===== config.mk =====
export PLATFORM = sky130hd
export DESIGN_NAME = nibble_cpu_instruction_execute
export DESIGN_NICKNAME = d
export VERILOG_FILES = /design/src/core/nibble_ram.v /design/src/core/nibble_cpu_instruction_execute.v
export VERILOG_INCLUDE_DIRS = /design/src /design/src/core
export SDC_FILE = /design/constraint.sdc
export NUM_CORES = 1
export LEC_CHECK = 0
export ABC_AREA = 1
export ABC_CLOCK_PERIOD_IN_PS = 8330
export BUFFER_PORTS_ARGS = -buffer_cell sky130_fd_sc_hd__clkbuf_2
export CELL_PAD_IN_SITES_DETAIL_PLACEMENT = 0
export CELL_PAD_IN_SITES_GLOBAL_PLACEMENT = 2
export CORE_ASPECT_RATIO = 1.25
export CORE_MARGIN = 8
export CORE_UTILIZATION = 41
export CTS_CLUSTER_DIAMETER = 60
export CTS_CLUSTER_SIZE = 30
export DETAILED_ROUTE_END_ITERATION = 6
export PLACE_DENSITY = 0.84
export RECOVER_POWER = 25
export SYNTH_ARGS = -nofsm -noshare
export SYNTH_HDL_FRONTEND = slang
export SYNTH_HIERARCHICAL = 1
export SYNTH_SLANG_ARGS = --single-unit

===== constraint.sdc =====
create_clock -name i_clk -period 8.33 [get_ports i_clk]
set_input_delay 1.666 -clock i_clk [delete_from_list [all_inputs] [get_ports i_clk]]
set_output_delay 1.666 -clock i_clk [all_outputs]
set_load 0.02 [all_outputs]

===== src/core/nibble_defs.vh =====
// Constants for the four-bit instruction execute core
`ifndef NIBBLE_DEFS_VH
`define NIBBLE_DEFS_VH

// ****************************************
// Timing
// ****************************************
`define PHASES_PER_CYCLE   3'h6
`define LAST_PHASE         3'h5

// ****************************************
// Opcode classes (upper bits of the instruction)
// ****************************************
`define OP_BRANCH          2'h2
`define OP_CALL            2'h3
`define OP_MISC_A          4'h0
`define OP_LOAD_PAGE       4'h1
`define OP_MISC_B          4'h2
`define OP_BITS            4'h3
`define OP_CONST_INDEX     4'h4
`define OP_LE_CONST        4'h5
`define OP_CONST_RAM       4'h6
`define OP_NE_CONST        4'h7
`define BITS_SET           2'h0
`define BITS_CLEAR         2'h1
`define BITS_TEST          2'h2
`define BITS_FILE          2'h3

// ****************************************
// Miscellaneous operations, code {op[5], op[3:0]}
// ****************************************
`define M_MOVE_ACC_INDEX   5'h00
`define M_MOVE_INDEX_ACC   5'h01
`define M_ZERO_ACC         5'h02
`define M_STORE_ACC        5'h03
`define M_STORE_BUMP       5'h04
`define M_STORE_ZERO       5'h05
`define M_LOAD_INDEX_RAM   5'h06
`define M_LOAD_ACC_RAM     5'h07
`define M_SWAP_RAM_ACC     5'h08
`define M_ADD_RAM_ACC      5'h09
`define M_SUB_ACC_RAM      5'h0A
`define M_INC_RAM_ACC      5'h0B
`define M_DEC_RAM_ACC      5'h0C
`define M_INC_ACC          5'h0D
`define M_INC_INDEX        5'h0E
`define M_DEC_ACC          5'h0F
`define M_DEC_INDEX        5'h10
`define M_ADD_SIX          5'h11
`define M_ADD_EIGHT        5'h12
`define M_ADD_TEN          5'h13
`define M_NEGATE_ACC       5'h14
`define M_LE_RAM           5'h15
`define M_RAM_NONZERO      5'h16
`define M_INDEX_NE_ACC     5'h17
`define M_KEYS_NONZERO     5'h18
`define M_KEYS_TO_ACC      5'h19
`define M_SET_STROBE       5'h1A
`define M_CLEAR_STROBE     5'h1B
`define M_OUTPUT_XFER      5'h1C
`define M_CLEAR_OUTPUT     5'h1D
`define M_INVERT_FILE      5'h1E
`define M_SUB_RETURN       5'h1F

// ****************************************
// Constants added by the constant-add operations
// ****************************************
`define K_SIX              4'h6
`define K_EIGHT            4'h8
`define K_TEN              4'hA

// ****************************************
// Register port
// ****************************************
`define REG_CTRL           4'h0
`define REG_STATE          4'h1
`define CTRL_RUN_BIT       0
`define CTRL_RESET         1'h1
`define STATUS_RESET       1'h1
`define NIBBLE_ZERO        4'h0
`define NIBBLE_ONE         4'h1
`define NIBBLE_ALL         4'hF

`endif


===== src/core/nibble_ram.v =====
// Four files of sixteen four-bit words addressed by file select and index
`timescale 1ns/10ps
module nibble_ram #(
  parameter FILES = 4,
  parameter WORDS = 16
) (
  input  wire       i_clk,
  input  wire       i_we,
  input  wire [1:0] i_file,
  input  wire [3:0] i_word,
  input  wire [3:0] i_wdata,
  output wire [3:0] o_rdata
);

  reg  [3:0] mem [0:FILES*WORDS-1];
  wire [5:0] addr;

  // Word address from the two file bits and the index
  assign addr    = {i_file, i_word};
  assign o_rdata = mem[addr];

  // Write port, contents are not cleared by reset
  always @(posedge i_clk) begin
    if (i_we) begin
      mem[addr] <= i_wdata;
    end
  end

endmodule


===== src/core/nibble_cpu_instruction_execute.v =====
// Instruction execute core of a four-bit one-chip microcomputer
//
// Behaviour
// - Six clock phases make one instruction cycle; each instruction finishes in one.
// - Status rests at one; a zero lasts one following cycle then returns.
// - Branch or call taken only with status one, else counter advances.
// - Carry instructions set status on carry out of bit three, else clear.
// - Not-equal compares set status when values differ; tests change no data, except index unlike accumulator loads latch.
// - Accumulator to index, index to accumulator, clear accumulator; status set to one.
// - Store accumulator to RAM; variants bump index or zero accumulator.
// - Load RAM into index or accumulator; swap RAM and accumulator.
// - Add RAM to accumulator on carry; subtract accumulator from RAM on no borrow.
// - RAM plus one or minus one into accumulator with carry or no borrow.
// - Plain accumulator increment; index increment carry; decrements set on no borrow.
// - Add six, eight or ten to accumulator, status on carry.
// - Negate accumulator; status one when the result is zero.
// - Status one when accumulator is at most RAM word or constant.
// - RAM nonzero or index unlike constant; index unlike accumulator also loads latch.
// - Set or clear a RAM bit; bit test gives status one on a one.
// - Constant into index, or constant into RAM then index bumped.
// - Keys nonzero test, or keys copied to accumulator.
// - Set or clear the strobe latch picked by the index only.
// - Output transfer loads accumulator and latch; another instruction clears it.
// - File select loaded from constant or inverted.
// - Branch or call on status, unconditional return, page buffer load.
// - Taken branch or call copies page buffer to page; call keeps return page.
// - One level of return address kept in a return register.
// - Two file bits pick one of four files, index picks word.
`timescale 1ns/10ps
`include "nibble_defs.vh"
module nibble_cpu_instruction_execute #(
  parameter STROBES = 13
) (
  input  wire               i_clk,
  input  wire               i_resetn,
  input  wire               i_ce,
  input  wire [7:0]         i_rom_data,
  input  wire [3:0]         i_keys,
  input  wire [3:0]         i_reg_addr,
  input  wire [31:0]        i_reg_wdata,
  input  wire               i_reg_wr,
  input  wire               i_reg_rd,
  output wire [9:0]         o_rom_addr,
  output reg  [STROBES-1:0] o_strobe,
  output reg  [4:0]         o_parallel,
  output reg                o_cycle_end,
  output reg  [31:0]        o_reg_rdata
);

  // ****************************************
  // Architectural state
  // ****************************************
  reg  [2:0] phase_reg;
  reg        run_reg;
  reg  [3:0] acc_reg;
  reg  [3:0] acc_next;
  reg  [3:0] index_reg;
  reg  [3:0] index_next;
  reg  [1:0] file_reg;
  reg  [1:0] file_next;
  reg        status_reg;
  reg        status_next;
  reg        latch_reg;
  reg        latch_next;
  reg  [5:0] pc_reg;
  reg  [5:0] pc_next;
  reg  [3:0] page_reg;
  reg  [3:0] page_next;
  reg  [3:0] pbuf_reg;
  reg  [3:0] pbuf_next;
  reg  [5:0] ret_reg;
  reg  [5:0] ret_next;
  reg        ram_we;
  reg  [3:0] ram_wdata;
  reg        strobe_we;
  reg        strobe_val;
  reg        out_load;
  reg        out_clear;
  reg  [4:0] alu;
  wire [3:0] ram_rdata;
  wire       exec;
  wire [7:0] op;
  wire [3:0] cst;
  wire [4:0] misc;

  // Five-bit sum with carry in, carry lands in bit four
  function [4:0] add5;
    input [3:0] a;
    input [3:0] b;
    input       cin;
    begin
      add5 = {1'b0, a} + {1'b0, b} + {4'h0, cin};
    end
  endfunction

  // ****************************************
  // Cycle framing
  // ****************************************
  assign exec       = i_ce & run_reg & (phase_reg == `LAST_PHASE);
  assign op         = i_rom_data;
  assign cst        = op[3:0];
  assign misc       = {op[5], op[3:0]};
  assign o_rom_addr = {page_reg, pc_reg};

  // Phase counter, instruction executes on the last of six phases
  always @(posedge i_clk or negedge i_resetn) begin
    if (!i_resetn) begin
      phase_reg   <= 3'h0;
      o_cycle_end <= 1'b0;
    end else if (i_ce) begin
      o_cycle_end <= exec;
      if (run_reg) begin
        phase_reg <= (phase_reg == `LAST_PHASE) ? 3'h0 : phase_reg + 3'h1;
      end
    end
  end

  // ****************************************
  // RAM
  // ****************************************
  nibble_ram nibble_ram_i (
    .i_clk   (i_clk),
    .i_we    (ram_we),
    .i_file  (file_reg),
    .i_word  (index_reg),
    .i_wdata (ram_wdata),
    .o_rdata (ram_rdata)
  );

  // ****************************************
  // Decode and execute
  // ****************************************
  // Next state of every register for the current instruction
  always @* begin
    acc_next    = acc_reg;
    index_next  = index_reg;
    file_next   = file_reg;
    latch_next  = latch_reg;
    status_next = 1'b1;
    pc_next     = pc_reg + 6'h01;
    page_next   = page_reg;
    pbuf_next   = pbuf_reg;
    ret_next    = ret_reg;
    ram_we      = 1'b0;
    ram_wdata   = acc_reg;
    strobe_we   = 1'b0;
    strobe_val  = 1'b0;
    out_load    = 1'b0;
    out_clear   = 1'b0;
    alu         = 5'h00;
    if (op[7:6] == `OP_BRANCH || op[7:6] == `OP_CALL) begin
      if (status_reg) begin
        pc_next   = op[5:0];
        page_next = pbuf_reg;
        if (op[7:6] == `OP_CALL) begin
          ret_next  = pc_reg + 6'h01;
          pbuf_next = page_reg;
        end
      end
    end else if (op[7:4] == `OP_LOAD_PAGE) begin
      pbuf_next = cst;
    end else if (op[7:4] == `OP_BITS) begin
      case (op[3:2])
        `BITS_SET: begin
          ram_we    = 1'b1;
          ram_wdata = ram_rdata | (`NIBBLE_ONE << op[1:0]);
        end
        `BITS_CLEAR: begin
          ram_we    = 1'b1;
          ram_wdata = ram_rdata & ~(`NIBBLE_ONE << op[1:0]);
        end
        `BITS_TEST: begin
          status_next = ram_rdata[op[1:0]];
        end
        default: begin
          file_next = op[1:0];
        end
      endcase
    end else if (op[7:4] == `OP_CONST_INDEX) begin
      index_next = cst;
    end else if (op[7:4] == `OP_CONST_RAM) begin
      ram_we     = 1'b1;
      ram_wdata  = cst;
      index_next = index_reg + `NIBBLE_ONE;
    end else if (op[7:4] == `OP_LE_CONST) begin
      alu         = add5(cst, ~acc_reg, 1'b1);
      status_next = alu[4];
    end else if (op[7:4] == `OP_NE_CONST) begin
      status_next = (index_reg != cst);
    end else begin
      case (misc)
        `M_MOVE_ACC_INDEX: index_next = acc_reg;
        `M_MOVE_INDEX_ACC: acc_next = index_reg;
        `M_ZERO_ACC:       acc_next = `NIBBLE_ZERO;
        `M_STORE_ACC:      ram_we = 1'b1;
        `M_STORE_BUMP: begin
          ram_we     = 1'b1;
          index_next = index_reg + `NIBBLE_ONE;
        end
        `M_STORE_ZERO: begin
          ram_we   = 1'b1;
          acc_next = `NIBBLE_ZERO;
        end
        `M_LOAD_INDEX_RAM: index_next = ram_rdata;
        `M_LOAD_ACC_RAM:   acc_next = ram_rdata;
        `M_SWAP_RAM_ACC: begin
          ram_we   = 1'b1;
          acc_next = ram_rdata;
        end
        `M_ADD_RAM_ACC: begin
          alu         = add5(ram_rdata, acc_reg, 1'b0);
          acc_next    = alu[3:0];
          status_next = alu[4];
        end
        `M_SUB_ACC_RAM: begin
          alu         = add5(ram_rdata, ~acc_reg, 1'b1);
          acc_next    = alu[3:0];
          status_next = alu[4];
        end
        `M_INC_RAM_ACC: begin
          alu         = add5(ram_rdata, `NIBBLE_ZERO, 1'b1);
          acc_next    = alu[3:0];
          status_next = alu[4];
        end
        `M_DEC_RAM_ACC: begin
          alu         = add5(ram_rdata, `NIBBLE_ALL, 1'b0);
          acc_next    = alu[3:0];
          status_next = alu[4];
        end
        `M_INC_ACC:  acc_next = acc_reg + `NIBBLE_ONE;
        `M_INC_INDEX: begin
          alu         = add5(index_reg, `NIBBLE_ZERO, 1'b1);
          index_next  = alu[3:0];
          status_next = alu[4];
        end
        `M_DEC_ACC: begin
          alu         = add5(acc_reg, `NIBBLE_ALL, 1'b0);
          acc_next    = alu[3:0];
          status_next = alu[4];
        end
        `M_DEC_INDEX: begin
          alu         = add5(index_reg, `NIBBLE_ALL, 1'b0);
          index_next  = alu[3:0];
          status_next = alu[4];
        end
        `M_ADD_SIX: begin
          alu         = add5(acc_reg, `K_SIX, 1'b0);
          acc_next    = alu[3:0];
          status_next = alu[4];
        end
        `M_ADD_EIGHT: begin
          alu         = add5(acc_reg, `K_EIGHT, 1'b0);
          acc_next    = alu[3:0];
          status_next = alu[4];
        end
        `M_ADD_TEN: begin
          alu         = add5(acc_reg, `K_TEN, 1'b0);
          acc_next    = alu[3:0];
          status_next = alu[4];
        end
        `M_NEGATE_ACC: begin
          alu         = add5(~acc_reg, `NIBBLE_ZERO, 1'b1);
          acc_next    = alu[3:0];
          status_next = alu[4];
        end
        `M_LE_RAM: begin
          alu         = add5(ram_rdata, ~acc_reg, 1'b1);
          status_next = alu[4];
        end
        `M_RAM_NONZERO:  status_next = (ram_rdata != `NIBBLE_ZERO);
        `M_INDEX_NE_ACC: begin
          status_next = (index_reg != acc_reg);
          latch_next  = (index_reg != acc_reg);
        end
        `M_KEYS_NONZERO: status_next = (i_keys != `NIBBLE_ZERO);
        `M_KEYS_TO_ACC:  acc_next = i_keys;
        `M_SET_STROBE: begin
          strobe_we  = 1'b1;
          strobe_val = 1'b1;
        end
        `M_CLEAR_STROBE: strobe_we = 1'b1;
        `M_OUTPUT_XFER:  out_load = 1'b1;
        `M_CLEAR_OUTPUT: out_clear = 1'b1;
        `M_INVERT_FILE:  file_next = ~file_reg;
        default: begin
          pc_next   = ret_reg;
          page_next = pbuf_reg;
        end
      endcase
    end
    if (!exec) begin
      ram_we = 1'b0;
    end
  end

  // ****************************************
  // Register update at the end of the cycle
  // ****************************************
  // All state commits together once per instruction cycle
  always @(posedge i_clk or negedge i_resetn) begin
    if (!i_resetn) begin
      acc_reg    <= `NIBBLE_ZERO;
      index_reg  <= `NIBBLE_ZERO;
      file_reg   <= 2'h0;
      status_reg <= `STATUS_RESET;
      latch_reg  <= 1'b0;
      pc_reg     <= 6'h00;
      page_reg   <= `NIBBLE_ZERO;
      pbuf_reg   <= `NIBBLE_ZERO;
      ret_reg    <= 6'h00;
      o_parallel <= 5'h00;
    end else if (exec) begin
      acc_reg    <= acc_next;
      index_reg  <= index_next;
      file_reg   <= file_next;
      status_reg <= status_next;
      latch_reg  <= latch_next;
      pc_reg     <= pc_next;
      page_reg   <= page_next;
      pbuf_reg   <= pbuf_next;
      ret_reg    <= ret_next;
      if (out_load) begin
        o_parallel <= {latch_reg, acc_reg};
      end else if (out_clear) begin
        o_parallel <= 5'h00;
      end
    end
  end

  // ****************************************
  // Strobe latches
  // ****************************************
  // One latch per index value below STROBES, only the addressed one changes
  genvar g;
  generate
    for (g = 0; g < STROBES; g = g + 1) begin : g_strobe
      always @(posedge i_clk or negedge i_resetn) begin
        if (!i_resetn) begin
          o_strobe[g] <= 1'b0;
        end else if (exec && strobe_we && index_reg == g) begin
          o_strobe[g] <= strobe_val;
        end
      end
    end
  endgenerate

  // ****************************************
  // Register port
  // ****************************************
  // Control write and state readback, read data one cycle later
  always @(posedge i_clk or negedge i_resetn) begin
    if (!i_resetn) begin
      run_reg     <= `CTRL_RESET;
      o_reg_rdata <= 32'h00000000;
    end else if (i_ce) begin
      if (i_reg_wr && i_reg_addr == `REG_CTRL) begin
        run_reg <= i_reg_wdata[`CTRL_RUN_BIT];
      end
      if (i_reg_rd && i_reg_addr == `REG_CTRL) begin
        o_reg_rdata <= {31'h00000000, run_reg};
      end else if (i_reg_rd && i_reg_addr == `REG_STATE) begin
        o_reg_rdata <= {10'h000, page_reg, pc_reg, status_reg, latch_reg,
                        file_reg, index_reg, acc_reg};
      end else begin
        o_reg_rdata <= 32'h00000000;
      end
    end
  end

endmodule


After elaboration in Yosys (flattened, before gate mapping)
Memory sizes are Yosys's and may differ from the RTL's.
Index checks and enable logic that the tools add are counted.
{ "op_classes": {"n_mux": 101, "n_lt_le_gt_ge": 1, "add_sub_neg": 18, "n_eq_ne": 72, "n_shift": 1, "n_bitwise": 14, "reduce_logical": 47} }
{ "op_table": {"columns": ["op", "count"], "rows": [
  ["two-way mux 4 bit", 22],
  ["== test 5 bit (second input constant)", 15],
  ["case mux 4 bit (14 select lines)", 1],
  ["two-way mux 6 bit", 9],
  ["two-way mux 1 bit", 53],
  ["two-way mux 22 bit", 2],
  ["== test 5 x 4 -> 1 bit (second input constant)", 8],
  ["AND reduction 9 bit", 4],
  ["== test 4 x 3 -> 1 bit (second input constant)", 8],
  ["OR reduction 31 bit", 1],
  ["inequality test 2 bit (second input constant)", 13],
  ["adder 4 x 4 -> 5 bit (second input constant)", 5],
  ["== test 4 bit (second input constant)", 5],
  ["== test 5 x 3 -> 1 bit (second input constant)", 4],
  ["case mux 4 bit (5 select lines)", 1],
  ["logical AND 1 bit", 17],
  ["adder 4 x 1 -> 5 bit (second input constant)", 3],
  ["adder 4 x 4 -> 5 bit", 3],
  ["two-way mux 2 bit", 7],
  ["case mux 1 bit (14 select lines)", 1],
  ["nonzero test 14 bit", 1],
  ["== test 4 x 1 -> 1 bit (second input constant)", 3],
  ["== test 4 x 2 -> 1 bit (second input constant)", 3],
  ["adder 5 x 1 -> 5 bit (second input constant)", 2],
  ["other kinds (37)", 63]
]} }
{ "word_totals": {"n_memories": 1, "register_bits": 87, "output_inout_bits": 61, "word_cells": 282, "mem_bits_rw": 256, "input_bits": 53} }
{ "mem_list": {"columns": ["memory", "words", "word_bits", "read_ports", "rd_ports_with_merged_regs", "wr", "line", "text"], "rows": [
  ["nibble_ram_i.mem", 64, 4, 1, 0, 1, "nibble_ram.v:15", "reg [3:0] mem [0:FILES*WORDS-1];"]
]} }

Logic depth before layout (Yosys ltp)
Gate-level depths: netlist of the first run.
{ "depth": {"depth_word": 13, "ltp_mapped": 28, "mapped_depth_nobuf": 25} }

By module
Netlist of the first run, hierarchy kept.
{ "modules_own_cells": {"columns": ["module", "seq_area_each_um2", "cells_per_inst", "instances", "area_each_um2"], "rows": [
  ["nibble_ram", 7687.4, 1123, 1, 11109.4],
  ["nibble_cpu_instruction_execute", 1929.4, 799, 1, 5784.3]
]} }

Worst setup path after synthesis of the first run
No wires, ideal clock.
{ "synth_timing": {"path_type": "input-to-reg", "startpoint": "input i_rom_data[5]", "endpoint": "memory nibble_ram_i.mem[0][2], data pin", "arrival_ps": 5368, "slack_ps": 2221, "required_time_ps": 7589, "stages": 10, "path_cell_list": "buf_4 -> buf_4 -> nand2_1 -> nor2_2 -> inv_1 -> nor2_2 -> inv_1 -> nand2_1 -> nor2_1 -> a221oi_1"} }
{ "synth_between": {"elab_chain_len": 6, "elab_cells_between_ends": 9} }
{ "synth_rtl": {"columns": ["element", "line", "text"], "rows": [
  ["start: declaration", "nibble_cpu_instruction_execute.v:37", "input wire [7:0] i_rom_data,"],
  ["== test 4 x 3 -> 1 bit (no source line)", null, null],
  ["two-way mux 4 bit", "nibble_cpu_instruction_execute.v:181", "end else if (op[7:4] == `OP_CONST_RAM) begin"],
  ["two-way mux 4 bit", "nibble_cpu_instruction_execute.v:179", "end else if (op[7:4] == `OP_CONST_INDEX) begin"],
  ["two-way mux 4 bit", "nibble_cpu_instruction_execute.v:162", "end else if (op[7:4] == `OP_BITS) begin"],
  ["two-way mux 4 bit *", "nibble_cpu_instruction_execute.v:160", "end else if (op[7:4] == `OP_LOAD_PAGE) begin"],
  ["two-way mux 4 bit *", "nibble_cpu_instruction_execute.v:151", "if (op[7:6] == `OP_BRANCH || op[7:6] == `OP_CALL) begin"],
  ["via ram_wdata[2]", "nibble_cpu_instruction_execute.v:74", "reg [3:0] ram_wdata;"],
  ["end: declaration", "nibble_ram.v:15", null]
]} }
The timed path passes the listed nets; every way through them passes the cells marked *.

Worst setup path in the final report of the first run
{ "layout_timing": {"startpoint": "input i_ce", "endpoint": "memory nibble_ram_i.mem[18][3] (enable)"} }
{ "layout_between": {"elab_chain_len": 5} }
{ "layout_rtl": {"columns": ["element", "line", "text"], "rows": [
  ["start: declaration", "nibble_cpu_instruction_execute.v:36", "input wire i_ce,"],
  ["bitwise AND 1 bit (2 in a row)", "nibble_cpu_instruction_execute.v:99", "assign exec = i_ce & run_reg & (phase_reg == `LAST_PHASE);"],
  ["two-way mux 1 bit", "nibble_cpu_instruction_execute.v:291", "if (!exec) begin"],
  ["via ram_we", "nibble_cpu_instruction_execute.v:73", "reg ram_we;"],
  ["two-way mux 1 bit", "nibble_ram.v:24", "if (i_we) begin"],
  ["two-way mux 1 bit (not written as such)", "nibble_ram.v:25", "mem[addr] <= i_wdata;"]
]} }
The timed path passes the listed nets, and every way through them passes these cells.

==> results.toml, run 1 <==
[run_status]
status = "finished, violations left"
violations = "max-capacitance violations, max-slew violations"

[power]
clock_power_share_pct = 31.6
pwr-share-seq_pct = 45.4
switchingPower_mw = 1.55
p_comb_share_pct = 23.0
ir_drop_mv = 0.175
p_int_mw = 2.87
pwr_density_cell_mw_per_mm2 = 238
leakage_nw = 7.87
power_switching_share_pct = 35.0

[synth]
netlist.area_leader.share_pct = 45.5
async_flop_share_pct = 23.1
synth_cells = 1922
synth-seq-cells = 333
yosysTopAreaCell = "edfxtp_1"
synth-main-ff-cell = "edfxtp_1"
syn_avg_cell_area_sq_um = 8.79
synth.distinct_cells = 60
syn_area_sq_mm = 0.0169
yosysSeqAreaShare_pct = 56.9
synth_warnings = 6
netlist_top_cells_area = "edfxtp_1 46%, nand2_1 18%, dfrtp_1 11%"
synth_edf_count = 256

[drt]
drc_errors = 0
drtPass1Iterations = 5
via_count = 12799
routed_wl_um = 48700
antenna_left = 0
drtIter0Drc = 710
wl_per_cell_um = 19.2
drt-vias-per-instance = 5.05

[worst_setup_path]
slowest_stage = "nor3_1"
reg2reg_slack_ns = 3.25
cp-start-kind = "input pin"
r2r_start = "index_reg[0]"
cpPeakStageDelay_ns = 1.65
cp.required_ns = 8.53
reg2reg_to = "status_reg"
cpMostUsedCell = "nand2_1"
crit_path_max_fanout = 16
worstPathArrival_ns = 5.86
critical_path_depth = 8
crit_family = "simple AND/OR/NAND/NOR gates"
crit_chain = "clkbuf_1 -> nand2_1 -> inv_1 -> nand2_1 -> nor3_1 -> o2111a_1 -> nand3_1 -> nor2_1"
endpoint_kind = "flop"
crit_buf_inv = 2
r2r_cells = 26
critPathKind = "in2reg"

[run]
maxCapViolCount = 2

[sta]
slew_violations = 95
rsz0062_at_grt = "false"
relSlewSlack_pct = -185
fin_setup_tns_ns = 0
worstMarginPinSlew_ns = 4.28
fin_crit_ns = 5.66
hold_violations = 0
fin_crit_sh_pct = 68.0
fmax_ghz = 0.177
finalSetupViolations = 0
skew_ns = 0.0529

[clock_network]
cts_buffer_depth = 3
clk_latency_ns = 0.60
root_buffer = "clkbuf_16"
h-tree-depth = 1
tritoncts = "built"
cts_sinks = 333
ctsHoldBuffers = 0
post_cts_resized = 0
cts_made_buffers = 27
cts_setup_buffers = 0
clk_pin_slew_ns = 0.09

[cells_and_area]
top_regs = "nibble_ram_i/mem (256), o_reg_rdata (22), o_strobe (13)"
syn2layout_area_growth_pct = 9.89
layout-drive-gt1-share_pct = 7.27
fin_area_sq_mm = 0.0186
antennaDiodeCount = 0
fill_cells = 4136
largest_register_ffs = 256
regMostFlops = "nibble_ram_i/mem"
final_nets = 2038

[floorplan]
initial_core_util_pct = 41.3
pin_count = 114
die_w_um = 198
fp.dieH_um = 243
rows = 83
core_sq_mm = 0.0409
dieArea_sq_mm = 0.0480

[placed_design]
place_area_sq_mm = 0.0177
post-dp-hpwl_um = 31800
gp_routability_congestion = 0.883
io_buffer_count = 72

[worst_hold_path]
hold_end = "o_parallel[1]"
worstHoldStart = "o_parallel[1]"
min_path_type = "reg2reg"
hold-path-cell-count = 2

[global_route]
grt_pass1_vias = 12933
grt_usage_pct = 20.3
grt_pass1_wl_um = 75700
grt-ovfl-total = 0
antenna_found_initial = 0
grt_max_degree = 78
==> worst max path at each step <==
stage	from	slack (ns)	to
6_report	i_ce	2.67	nibble_ram_i/mem[18][3]
3_3_place_gp	i_rom_data[5]	3.05	nibble_ram_i/mem[18][1]
2_1_floorplan	i_rom_data[5]	2.22	nibble_ram_i/mem[0][2]
3_5_place_dp	i_rom_data[5]	2.94	nibble_ram_i/mem[18][3]
5_1_grt	i_resetn	1.68	index_reg[0]
4_1_cts	index_reg[0]	3.20	status_reg
==> layer usage <==
metal | routed length (um) | GRT usage [%] | vias to the layer above | part of all wire [%]
met5 | 0 | 0 | - | 0
met4 | 1800 | 7.54 | 0 | 3.7
met1 | 20000 | 24.4 | 6093 | 41
met2 | 24900 | 36.7 | 284 | 51
met3 | 1970 | 2.35 | 79 | 4.0
li1 | - | - | 6343 | -
==> worst reg2reg max path, cell delays in order (launching register included) <==
cell and delay (ns):
dfrtp_4 0.68, buf_4 0.72, buf_4 0.65, nand2_1 0.17
nand2_1 0.10, nand2_1 0.06, nand2_1 0.10, nand2_1 0.05
nand2_1 0.08, nand2_1 0.05, nand2_1 0.14, nor2_1 0.05
nand2_1 0.20, clkinv_1 0.38, ha_1 0.35, fa_1 0.37
inv_1 0.09, a21oi_1 0.07, nor2_1 0.12, o21ai_0 0.11
nand3_1 0.13, nor2_1 0.05, nand2_1 0.07, nand2_1 0.05
nand2_1 0.05, nand2_1 0.04, a21oi_1 0.12
==> power by group through the flow <==
stage / combinational, mW / sequential [mW] / clock (mW)
4_1_cts: 1.04 / 2.01 / 1.43
3_5_place_dp: 1.03 / 2.04 / 0
6_report: 1.02 / 2.01 / 1.40
3_3_place_gp: 1.03 / 2.04 / 0
2_1_floorplan: 0.667 / 2.05 / 0
5_1_grt: 1.14 / 2.02 / 1.50
==> cells in the final DEF, fill, tap and decap left out, types with 10 or more instances in the layout <==
cell type    n
a21oi_1     47
buf_4       12
clkbuf_1    55
clkbuf_16   27
clkbuf_2    19
conb_1      10
dfrtp_1     72
edfxtp_1   256
ha_1        24
inv_1      110
inv_2       10
nand2_1    824
nand3_1     55
nor2_1     186
nor2_2      11
nor3_1      18
o211ai_1    16
o21ai_0     68
xor2_1      16
==> per-stage QoR <==
step | hold slack [ns] | utilization (%) | setup WS, ns | power (mW) | std cells
floorplan | 0.444 | - | 2.22 | 2.72 | 1931
global placement | 0.459 | 43.2 | 3.05 | 3.07 | 2482
detailed placement | 0.479 | 43.2 | 2.94 | 3.08 | 2482
CTS | 0.500 | 45.6 | 3.20 | 4.47 | 2532
global route | 0.515 | 45.4 | 1.68 | 4.66 | 2532
finish | 0.492 | 45.4 | 2.67 | 4.42 | 2532
==> synth_stat cells (3+ instances only) <==
cell and n:
or2_2 4, nor2_1 186, o31ai_1 8, nor4_1 3, nor2_2 11, a221oi_1 7, o221ai_1 5, a22oi_1 3
buf_4 19, clkbuf_1 26, ha_1 24, dfrtp_1 75, xor2_1 16, nand4_1 9, nand2_1 824, buf_6 7
nand3_1 55, o211ai_1 16, nand3_2 8, nand2_2 6, nand3b_1 3, nor2_4 5, or2_0 3, xnor2_1 5
o22ai_1 9, a21oi_1 47, clkinv_1 4, o21ai_0 64, o21ai_1 10, edfxtp_1 256, a21oi_2 3, inv_2 11
inv_1 109, buf_2 31, nor3_1 16
==> cell type report <==
| cell class | count | area (sq um) | share of cell area [%] |
|---|---|---|---|
| clock inverters | 21 | 313 | 1.68 |
| inverters | 126 | 478 | 2.57 |
| repair buffers | 84 | 384 | 2.07 |
| flip-flops and latches | 333 | 9620 | 51.8 |
| well taps | 552 | 691 | 3.72 |
| multi-input cells | 1387 | 6390 | 34.4 |
| clock buffers | 29 | 683 | 3.68 |
==> cells by family after synthesis <==
kind of cell,count (synthesis),synth area share (%)
AOI/OAI and AO/OA,185,6.63
adders and majority gates,26,2.01
buffers and inverters,211,5.68
other,1,0.0222
muxes,3,0.193
and+or+nand+nor,1142,27.4
DFF,333,56.9
xor gates and xnor gates,21,1.09
(Power assumes the default switching activity.)
==> inputs of run 2 (changes only) <==
--- a/config.mk
+++ b/config.mk
@@ -6,18 +6,18 @@
 export SDC_FILE = /design/constraint.sdc
 export NUM_CORES = 1
 export LEC_CHECK = 0
-export ABC_AREA = 1
-export ABC_CLOCK_PERIOD_IN_PS = 8330
+export ABC_AREA = 0
+export ABC_CLOCK_PERIOD_IN_PS = 5370
 export BUFFER_PORTS_ARGS = -buffer_cell sky130_fd_sc_hd__clkbuf_2
 export CELL_PAD_IN_SITES_DETAIL_PLACEMENT = 0
 export CELL_PAD_IN_SITES_GLOBAL_PLACEMENT = 2
 export CORE_ASPECT_RATIO = 1.25
 export CORE_MARGIN = 8
-export CORE_UTILIZATION = 41
+export CORE_UTILIZATION = 42
 export CTS_CLUSTER_DIAMETER = 60
 export CTS_CLUSTER_SIZE = 30
 export DETAILED_ROUTE_END_ITERATION = 6
-export PLACE_DENSITY = 0.84
+export PLACE_DENSITY = 0.78
 export RECOVER_POWER = 25
 export SYNTH_ARGS = -nofsm -noshare
 export SYNTH_HDL_FRONTEND = slang
==> constraint.sdc (replaced) <==
create_clock -name i_clk -period 5.37 [get_ports i_clk]
set_input_delay 1.074 -clock i_clk [delete_from_list [all_inputs] [get_ports i_clk]]
set_output_delay 1.074 -clock i_clk [all_outputs]
set_load 0.02 [all_outputs]
==> run 2 against run 1 <==
The flow still finishes with violations (max-capacitance violations, max-slew violations). Sequential power increased by 42%. Synthesized cell count fell by 29%. Setup slack got worse by 2.1 ns. Design area is 2.8% lower. Cell count down 24%. Die area down 5.2%. Sequential share of layout area up 1.5 points. Largest cell class unchanged.
==> results.toml, run 2 <==
[run_status]
status = "finished, violations left"
violations = "max-capacitance violations, max-slew violations"

[worst_setup_path]
critPathKind = "reg2reg"
crit_chain = "buf_4 -> mux2_1 -> a221o_1 -> a22oi_1 -> o221a_2 -> nand4b_1 -> ha_1 -> nor2b_1 -> o21a_1 -> or3_1 -> a41o_1 -> nor4_1 -> buf_4 -> o31ai_1"
cp-start-kind = "flop"
cp.required_ns = 5.82
endpoint_kind = "flop"
cpMostUsedCell = "buf_4"
slowest_stage = "dfrtp_4"
worstPathArrival_ns = 5.24
cpPeakStageDelay_ns = 0.74
crit_path_max_fanout = 33

[synth]
synth_top_family_by_area = "compound AO/OA/AOI/OAI gates"
synthMuxAreaShare_pct = 7.36
yosysSeqAreaShare_pct = 58.9
synth_compound_area_share_pct = 12.7
async_flop_share_pct = 23.1
synthSimpleGateAreaFrac_pct = 12.3
synth-seq-cells = 333
synth_warnings = 6
synth_commonest_cells = "256 x edfxtp_1, 124 x nor2_1, 98 x nand2_1"
synth.distinct_cells = 85
netlist.area_leader.share_pct = 47.0
netlist_top_cells_area = "edfxtp_1 47%, dfrtp_1 11%, nor2_1 2.8%"
synth-main-ff-cell = "edfxtp_1"
syn_area_sq_mm = 0.0163
yosysTopAreaCell = "edfxtp_1"
syn_avg_cell_area_sq_um = 12.0
synthMostInstantiatedCell = "edfxtp_1"
synth_edf_count = 256
synthAdderAreaFrac_pct = 2.08
synth_xor_area_share_pct = 1.45
synth_cells = 1360

[clock_network]
cts_setup_buffers = 0
cts_buffer_depth = 3
cts_sinks = 333
clk_latency_ns = 0.58
h-tree-depth = 1
clk_pin_slew_ns = 0.09
root_buffer = "clkbuf_16"
tritoncts = "built"
ctsHoldBuffers = 0
cts_made_buffers = 26
post_cts_resized = 0

[placed_design]
place_inst = 1877
gp_routability_congestion = 0.862
post-dp-hpwl_um = 31400
io_buffer_count = 72

[sta]
fin_crit_ns = 4.79
finalSetupViolations = 0
skew_ns = 0.0330
worstMarginPinSlew_ns = 1.52
rsz0062_at_grt = "false"
fmax_ghz = 0.209
relSlewSlack_pct = -1.48
fin_setup_tns_ns = 0
hold_violations = 0
slew_violations = 34
fin_crit_sh_pct = 89.1

[cells_and_area]
stdcell_count = 1925
largest_register_ffs = 256
antennaDiodeCount = 0
syn2layout_area_growth_pct = 10.4
final_cell_mix = "256 x edfxtp_1, 124 x nor2_1, 98 x nand2_1"
layout-drive-gt1-share_pct = 12.7
regMostFlops = "nibble_ram_i/mem"
fill_cells = 3553
top_regs = "nibble_ram_i/mem (256), o_reg_rdata (22), o_strobe (13)"
final_nets = 1486
layout_commonest_cell = "edfxtp_1"

[global_route]
grt_pass1_wl_um = 70200
grt_max_degree = 78
grt-ovfl-total = 0
antenna_found_initial = 0
grt_pass1_vias = 11276
grt_usage_pct = 19.9

[drt]
antenna_left = 0
wl_per_cell_um = 24.0
drt-vias-per-instance = 5.83
drtPass1Iterations = 5
drtIter0Drc = 976
drc_errors = 0
routed_wl_um = 46300
via_count = 11231

[power]
leakage_nw = 6.26
ir_drop_mv = 0.299
pwr_density_cell_mw_per_mm2 = 304

[floorplan]
fp.dieH_um = 237
dieArea_sq_mm = 0.0455
die_w_um = 192
pin_count = 114
initial_core_util_pct = 42.2
rows = 81
core_sq_mm = 0.0387

[run]
maxCapViolCount = 1

[worst_hold_path]
min_path_type = "reg2reg"
## run 2: logic make-up (layout without fill, tap and decap cells)
kind of cell | after synthesis | in the layout
and+or+nand+nor | 401 | 401
DFF | 333 | 333
AOI/OAI and AO/OA | 313 | 313
buffers and inverters | 165 | 223
muxes | 94 | 94
xor gates and xnor gates | 27 | 27
adders and majority gates | 26 | 26
other | 1 | 10
## run 2: power breakdown
| group | internal, mW | switching, mW |
|---|---|---|
| Combinational | 0.178 | 0.323 |
| Sequential | 2.80 | 0.0466 |
| Clock | 1.01 | 1.13 |
| Total | 3.99 | 1.50 |
## run 2: stage by stage
| step | util, % | hold WS (ns) | instance area, sq um | setup WS (ns) | total power [mW] |
|---|---|---|---|---|---|
| 2_1_floorplan | - | 0.444 | 16400 | 0.235 | 3.23 |
| 3_3_place_gp | 44.3 | 0.456 | 17200 | 0.677 | 3.40 |
| 3_5_place_dp | 44.3 | 0.465 | 17200 | 0.641 | 3.41 |
| 4_1_cts | 46.8 | 0.484 | 18100 | 0.607 | 5.55 |
| 5_1_grt | 46.6 | 0.506 | 18000 | 0.498 | 5.68 |
| 6_report | 46.6 | 0.479 | 18000 | 0.585 | 5.49 |
## run 2: area by class of cell
cell class | instances | area, sq um | share of cell area (%)
Multi-Input combinational cell | 871 | 5940 | 32.9
Clock buffer | 26 | 651 | 3.61
Clock inverter | 22 | 329 | 1.82
Tap cell | 498 | 623 | 3.45
Timing Repair Buffer | 123 | 684 | 3.79
Inverter | 52 | 195 | 1.08
Sequential cell | 333 | 9630 | 53.3
## run 2: final timing paths
kind	startpoint	cells after the start	endpoint	slack (ns)
max reg2reg	index_reg[1]	14	acc_reg[3]	0.58
min in group asynchronous	i_resetn	1	o_reg_rdata[15]	0.67
max in group asynchronous	i_resetn	1	index_reg[1]	3.99
min reg2reg	phase_reg[0]	1	phase_reg[0]	0.48
max	index_reg[1]	14	acc_reg[3]	0.58
min	phase_reg[0]	1	phase_reg[0]	0.48
## run 2: routing by layer
metal  global-route usage (%)  share of wire, %
met1                     24.3                40
met2                     35.6                52
met3                     2.18               4.9
met4                     7.39               3.5
met5                        0                 0
## run 2: critical path: cells and delay by family, from the launching register on
kind,cells,cell delay (ns)
adder cells (fa/ha/maj),1,0.39
multiplexers,1,0.37
AND/OR/NAND/NOR,4,1.20
flip-flops,1,0.74
AO/OA/AOI/OAI,6,1.40
buffers and inverters,2,0.54
==> inputs of run 3 (changes only) <==
--- a/config.mk
+++ b/config.mk
@@ -19,6 +19,7 @@
 export DETAILED_ROUTE_END_ITERATION = 6
 export PLACE_DENSITY = 0.78
 export RECOVER_POWER = 25
+export SETUP_SLACK_MARGIN = 0.2
 export SYNTH_ARGS = -nofsm -noshare
 export SYNTH_HDL_FRONTEND = slang
 export SYNTH_HIERARCHICAL = 1
==> constraint.sdc (replaced) <==
create_clock -name i_clk -period 5.37 [get_ports i_clk]
set_input_delay 0 -clock i_clk [delete_from_list [all_inputs] [get_ports i_clk]]
set_output_delay 0 -clock i_clk [all_outputs]
set_load 0.02 [all_outputs]
==> run 3 against run 2 <==
The flow still finishes with violations (max-capacitance violations, max-slew violations). First-iteration DRC count is 0.61% lower. Routed wire length up 1.2%. Utilization grew 0.12 points. Combinational power is 1% lower. Sequential power barely moved. Critical path depth grew 1. Highest routed layer unchanged. Clock power is 3% higher. Sequential cell count is the same. Via count grew 1.0%. Register-to-register slack improved by 0.099 ns. Global-route usage rose by 0.46 points.
==> results.toml, run 3 (synthesis results as in run 2) <==
[run_status]
status = "finished, violations left"
violations = "max-capacitance violations, max-slew violations"

[clock_network]
post_cts_resized = 0
cts_made_buffers = 25
cts_setup_buffers = 0
tritoncts = "built"
clk_latency_ns = 0.59
cts_sinks = 333
root_buffer = "clkbuf_16"
h-tree-depth = 1
clk_pin_slew_ns = 0.08
cts_buffer_depth = 3

[worst_setup_path]
reg2reg_to = "status_reg"
crit_buf_inv = 4
cpPeakStageDelay_ns = 0.66
slowest_stage = "dfrtp_2"
crit_chain = "buf_4 -> buf_4 -> mux4_2 -> a22o_1 -> nor3_1 -> nand4b_1 -> buf_4 -> inv_1 -> ha_1 -> nor4bb_1 -> o21ai_0 -> a22oi_1 -> nand4_1 -> o41ai_1 -> a21oi_1"
cp-start-kind = "flop"
worstPathArrival_ns = 5.18
r2r_start = "index_reg[0]"
cpMostUsedCell = "buf_4"
endpoint_kind = "flop"
r2r_cells = 15
critical_path_depth = 15
crit_path_max_fanout = 20
critPathKind = "reg2reg"
crit_family = "compound AO/OA/AOI/OAI gates"
reg2reg_slack_ns = 0.68
cp.required_ns = 5.87

[drt]
via_count = 11346
drt-vias-per-instance = 5.90
antenna_left = 0
drtIter0Drc = 970
routed_wl_um = 46800
drc_errors = 0
wl_per_cell_um = 24.3
drtPass1Iterations = 7

[sta]
fin_setup_tns_ns = 0
skew_ns = 0.0333
finalSetupViolations = 0
hold_violations = 0
slew_violations = 50
rsz0062_at_grt = "false"
fin_crit_sh_pct = 87.3
fmax_ghz = 0.213
worstMarginPinSlew_ns = 1.86
relSlewSlack_pct = -24.0
fin_crit_ns = 4.69

[worst_hold_path]
hold-path-cell-count = 4
worstHoldStart = "i_rom_data[3]"
min_path_type = "in2reg"
hold_end = "pbuf_reg[3]"

[global_route]
antenna_found_initial = 0
grt_max_degree = 78
grt_usage_pct = 20.4
grt-ovfl-total = 0
grt_pass1_wl_um = 71400
grt_pass1_vias = 11321

[placed_design]
gp_routability_congestion = 0.863
place_area_sq_mm = 0.0171
post-dp-hpwl_um = 31400
io_buffer_count = 72

[cells_and_area]
final_cell_mix = "256 x edfxtp_1, 124 x nor2_1, 98 x nand2_1"
antennaDiodeCount = 0
layout_commonest_cell = "edfxtp_1"
top_regs = "nibble_ram_i/mem (256), o_reg_rdata (22), o_strobe (13)"
regMostFlops = "nibble_ram_i/mem"
syn2layout_area_growth_pct = 10.7
fin_area_sq_mm = 0.0181
largest_register_ffs = 256
final_nets = 1486
layout-drive-gt1-share_pct = 11.9
fill_cells = 3572

[floorplan]
rows = 81
pin_count = 114
core_sq_mm = 0.0387
fp.dieH_um = 237
initial_core_util_pct = 42.2
dieArea_sq_mm = 0.0455
die_w_um = 192

[power]
ir_drop_mv = 0.285
pwr_density_cell_mw_per_mm2 = 306
leakage_nw = 6.28

[run]
maxCapViolCount = 2
[run 3: cell types whose count changed in the layout (fill, tap and decap cells not counted), sizes merged]
cell         change
dlygate4sd3     +10
clkinv           -2
buf              -8
bufinv           +2
inv              -1
clkbuf           -2
[run 3: how the worst max path moves through the flow]
stage                 startpoint                endpoint  slack (ns)
floorplan             acc_reg[3]  nibble_ram_i/mem[0][3]        1.05
global placement    index_reg[0]              status_reg        0.79
detailed placement  index_reg[0]              status_reg        0.78
CTS                 index_reg[0]              status_reg        0.74
global route        index_reg[0]              acc_reg[3]        0.51
finish              index_reg[0]              status_reg        0.68
[run 3: area by class of cell]
type	instances	area, sq um	area share [%]
clock buffers	25	626	3.46
clock inverters	21	358	1.98
inverters	52	195	1.08
multi-input cells	871	5940	32.8
flip-flops and latches	333	9630	53.2
well taps	498	623	3.44
repair buffers	124	721	3.98
[run 3: what timing repair did]
| item | 4_1_cts | 5_1_grt |
|---|---|---|
| setup endpoints to repair | 0 | 0 |
| hold buffers | 10 | 0 |
| endpoints found under the hold margin | 81 | 0 |
[run 3: where the power goes]
group / internal [mW] / switching (mW)
Sequential: 2.80 / 0.0478
Clock: 1.06 / 1.12
Combinational: 0.177 / 0.317
Total: 4.04 / 1.49
[run 3: metal layers]
metal	vias up	GRT usage [%]	share of wire, %
met4	0	7.21	3.3
met3	83	2.50	5.3
met2	405	35.8	51
met1	5707	25.4	40
li1	5151	-	-
met5	-	0	0
[run 3: metrics by stage]
step / power (mW) / cells / setup slack (ns) / hold slack [ns] / utilization (%)
final: 5.53 / 1924 / 0.684 / 0.0546 / 46.7
after CTS: 5.59 / 1924 / 0.738 / 0.00848 / 46.9
after global placement: 3.40 / 1868 / 0.792 / 0.239 / 44.1
after floorplan: 3.23 / 1369 / 1.05 / -0.296 / -
after detailed placement: 3.40 / 1868 / 0.781 / 0.246 / 44.1
after global routing: 5.74 / 1924 / 0.513 / 0.0451 / 46.7
[run 3: worst register-to-register path, stage by stage, from the launching register on]
cell and delay, ns:
dfrtp_2 0.66, buf_4 0.31, buf_4 0.30, mux4_2 0.56
a22o_1 0.24, nor3_1 0.33, nand4b_1 0.17, buf_4 0.22
inv_1 0.22, ha_1 0.23, nor4bb_1 0.26, o21ai_0 0.11
a22oi_1 0.17, nand4_1 0.13, o41ai_1 0.56, a21oi_1 0.14
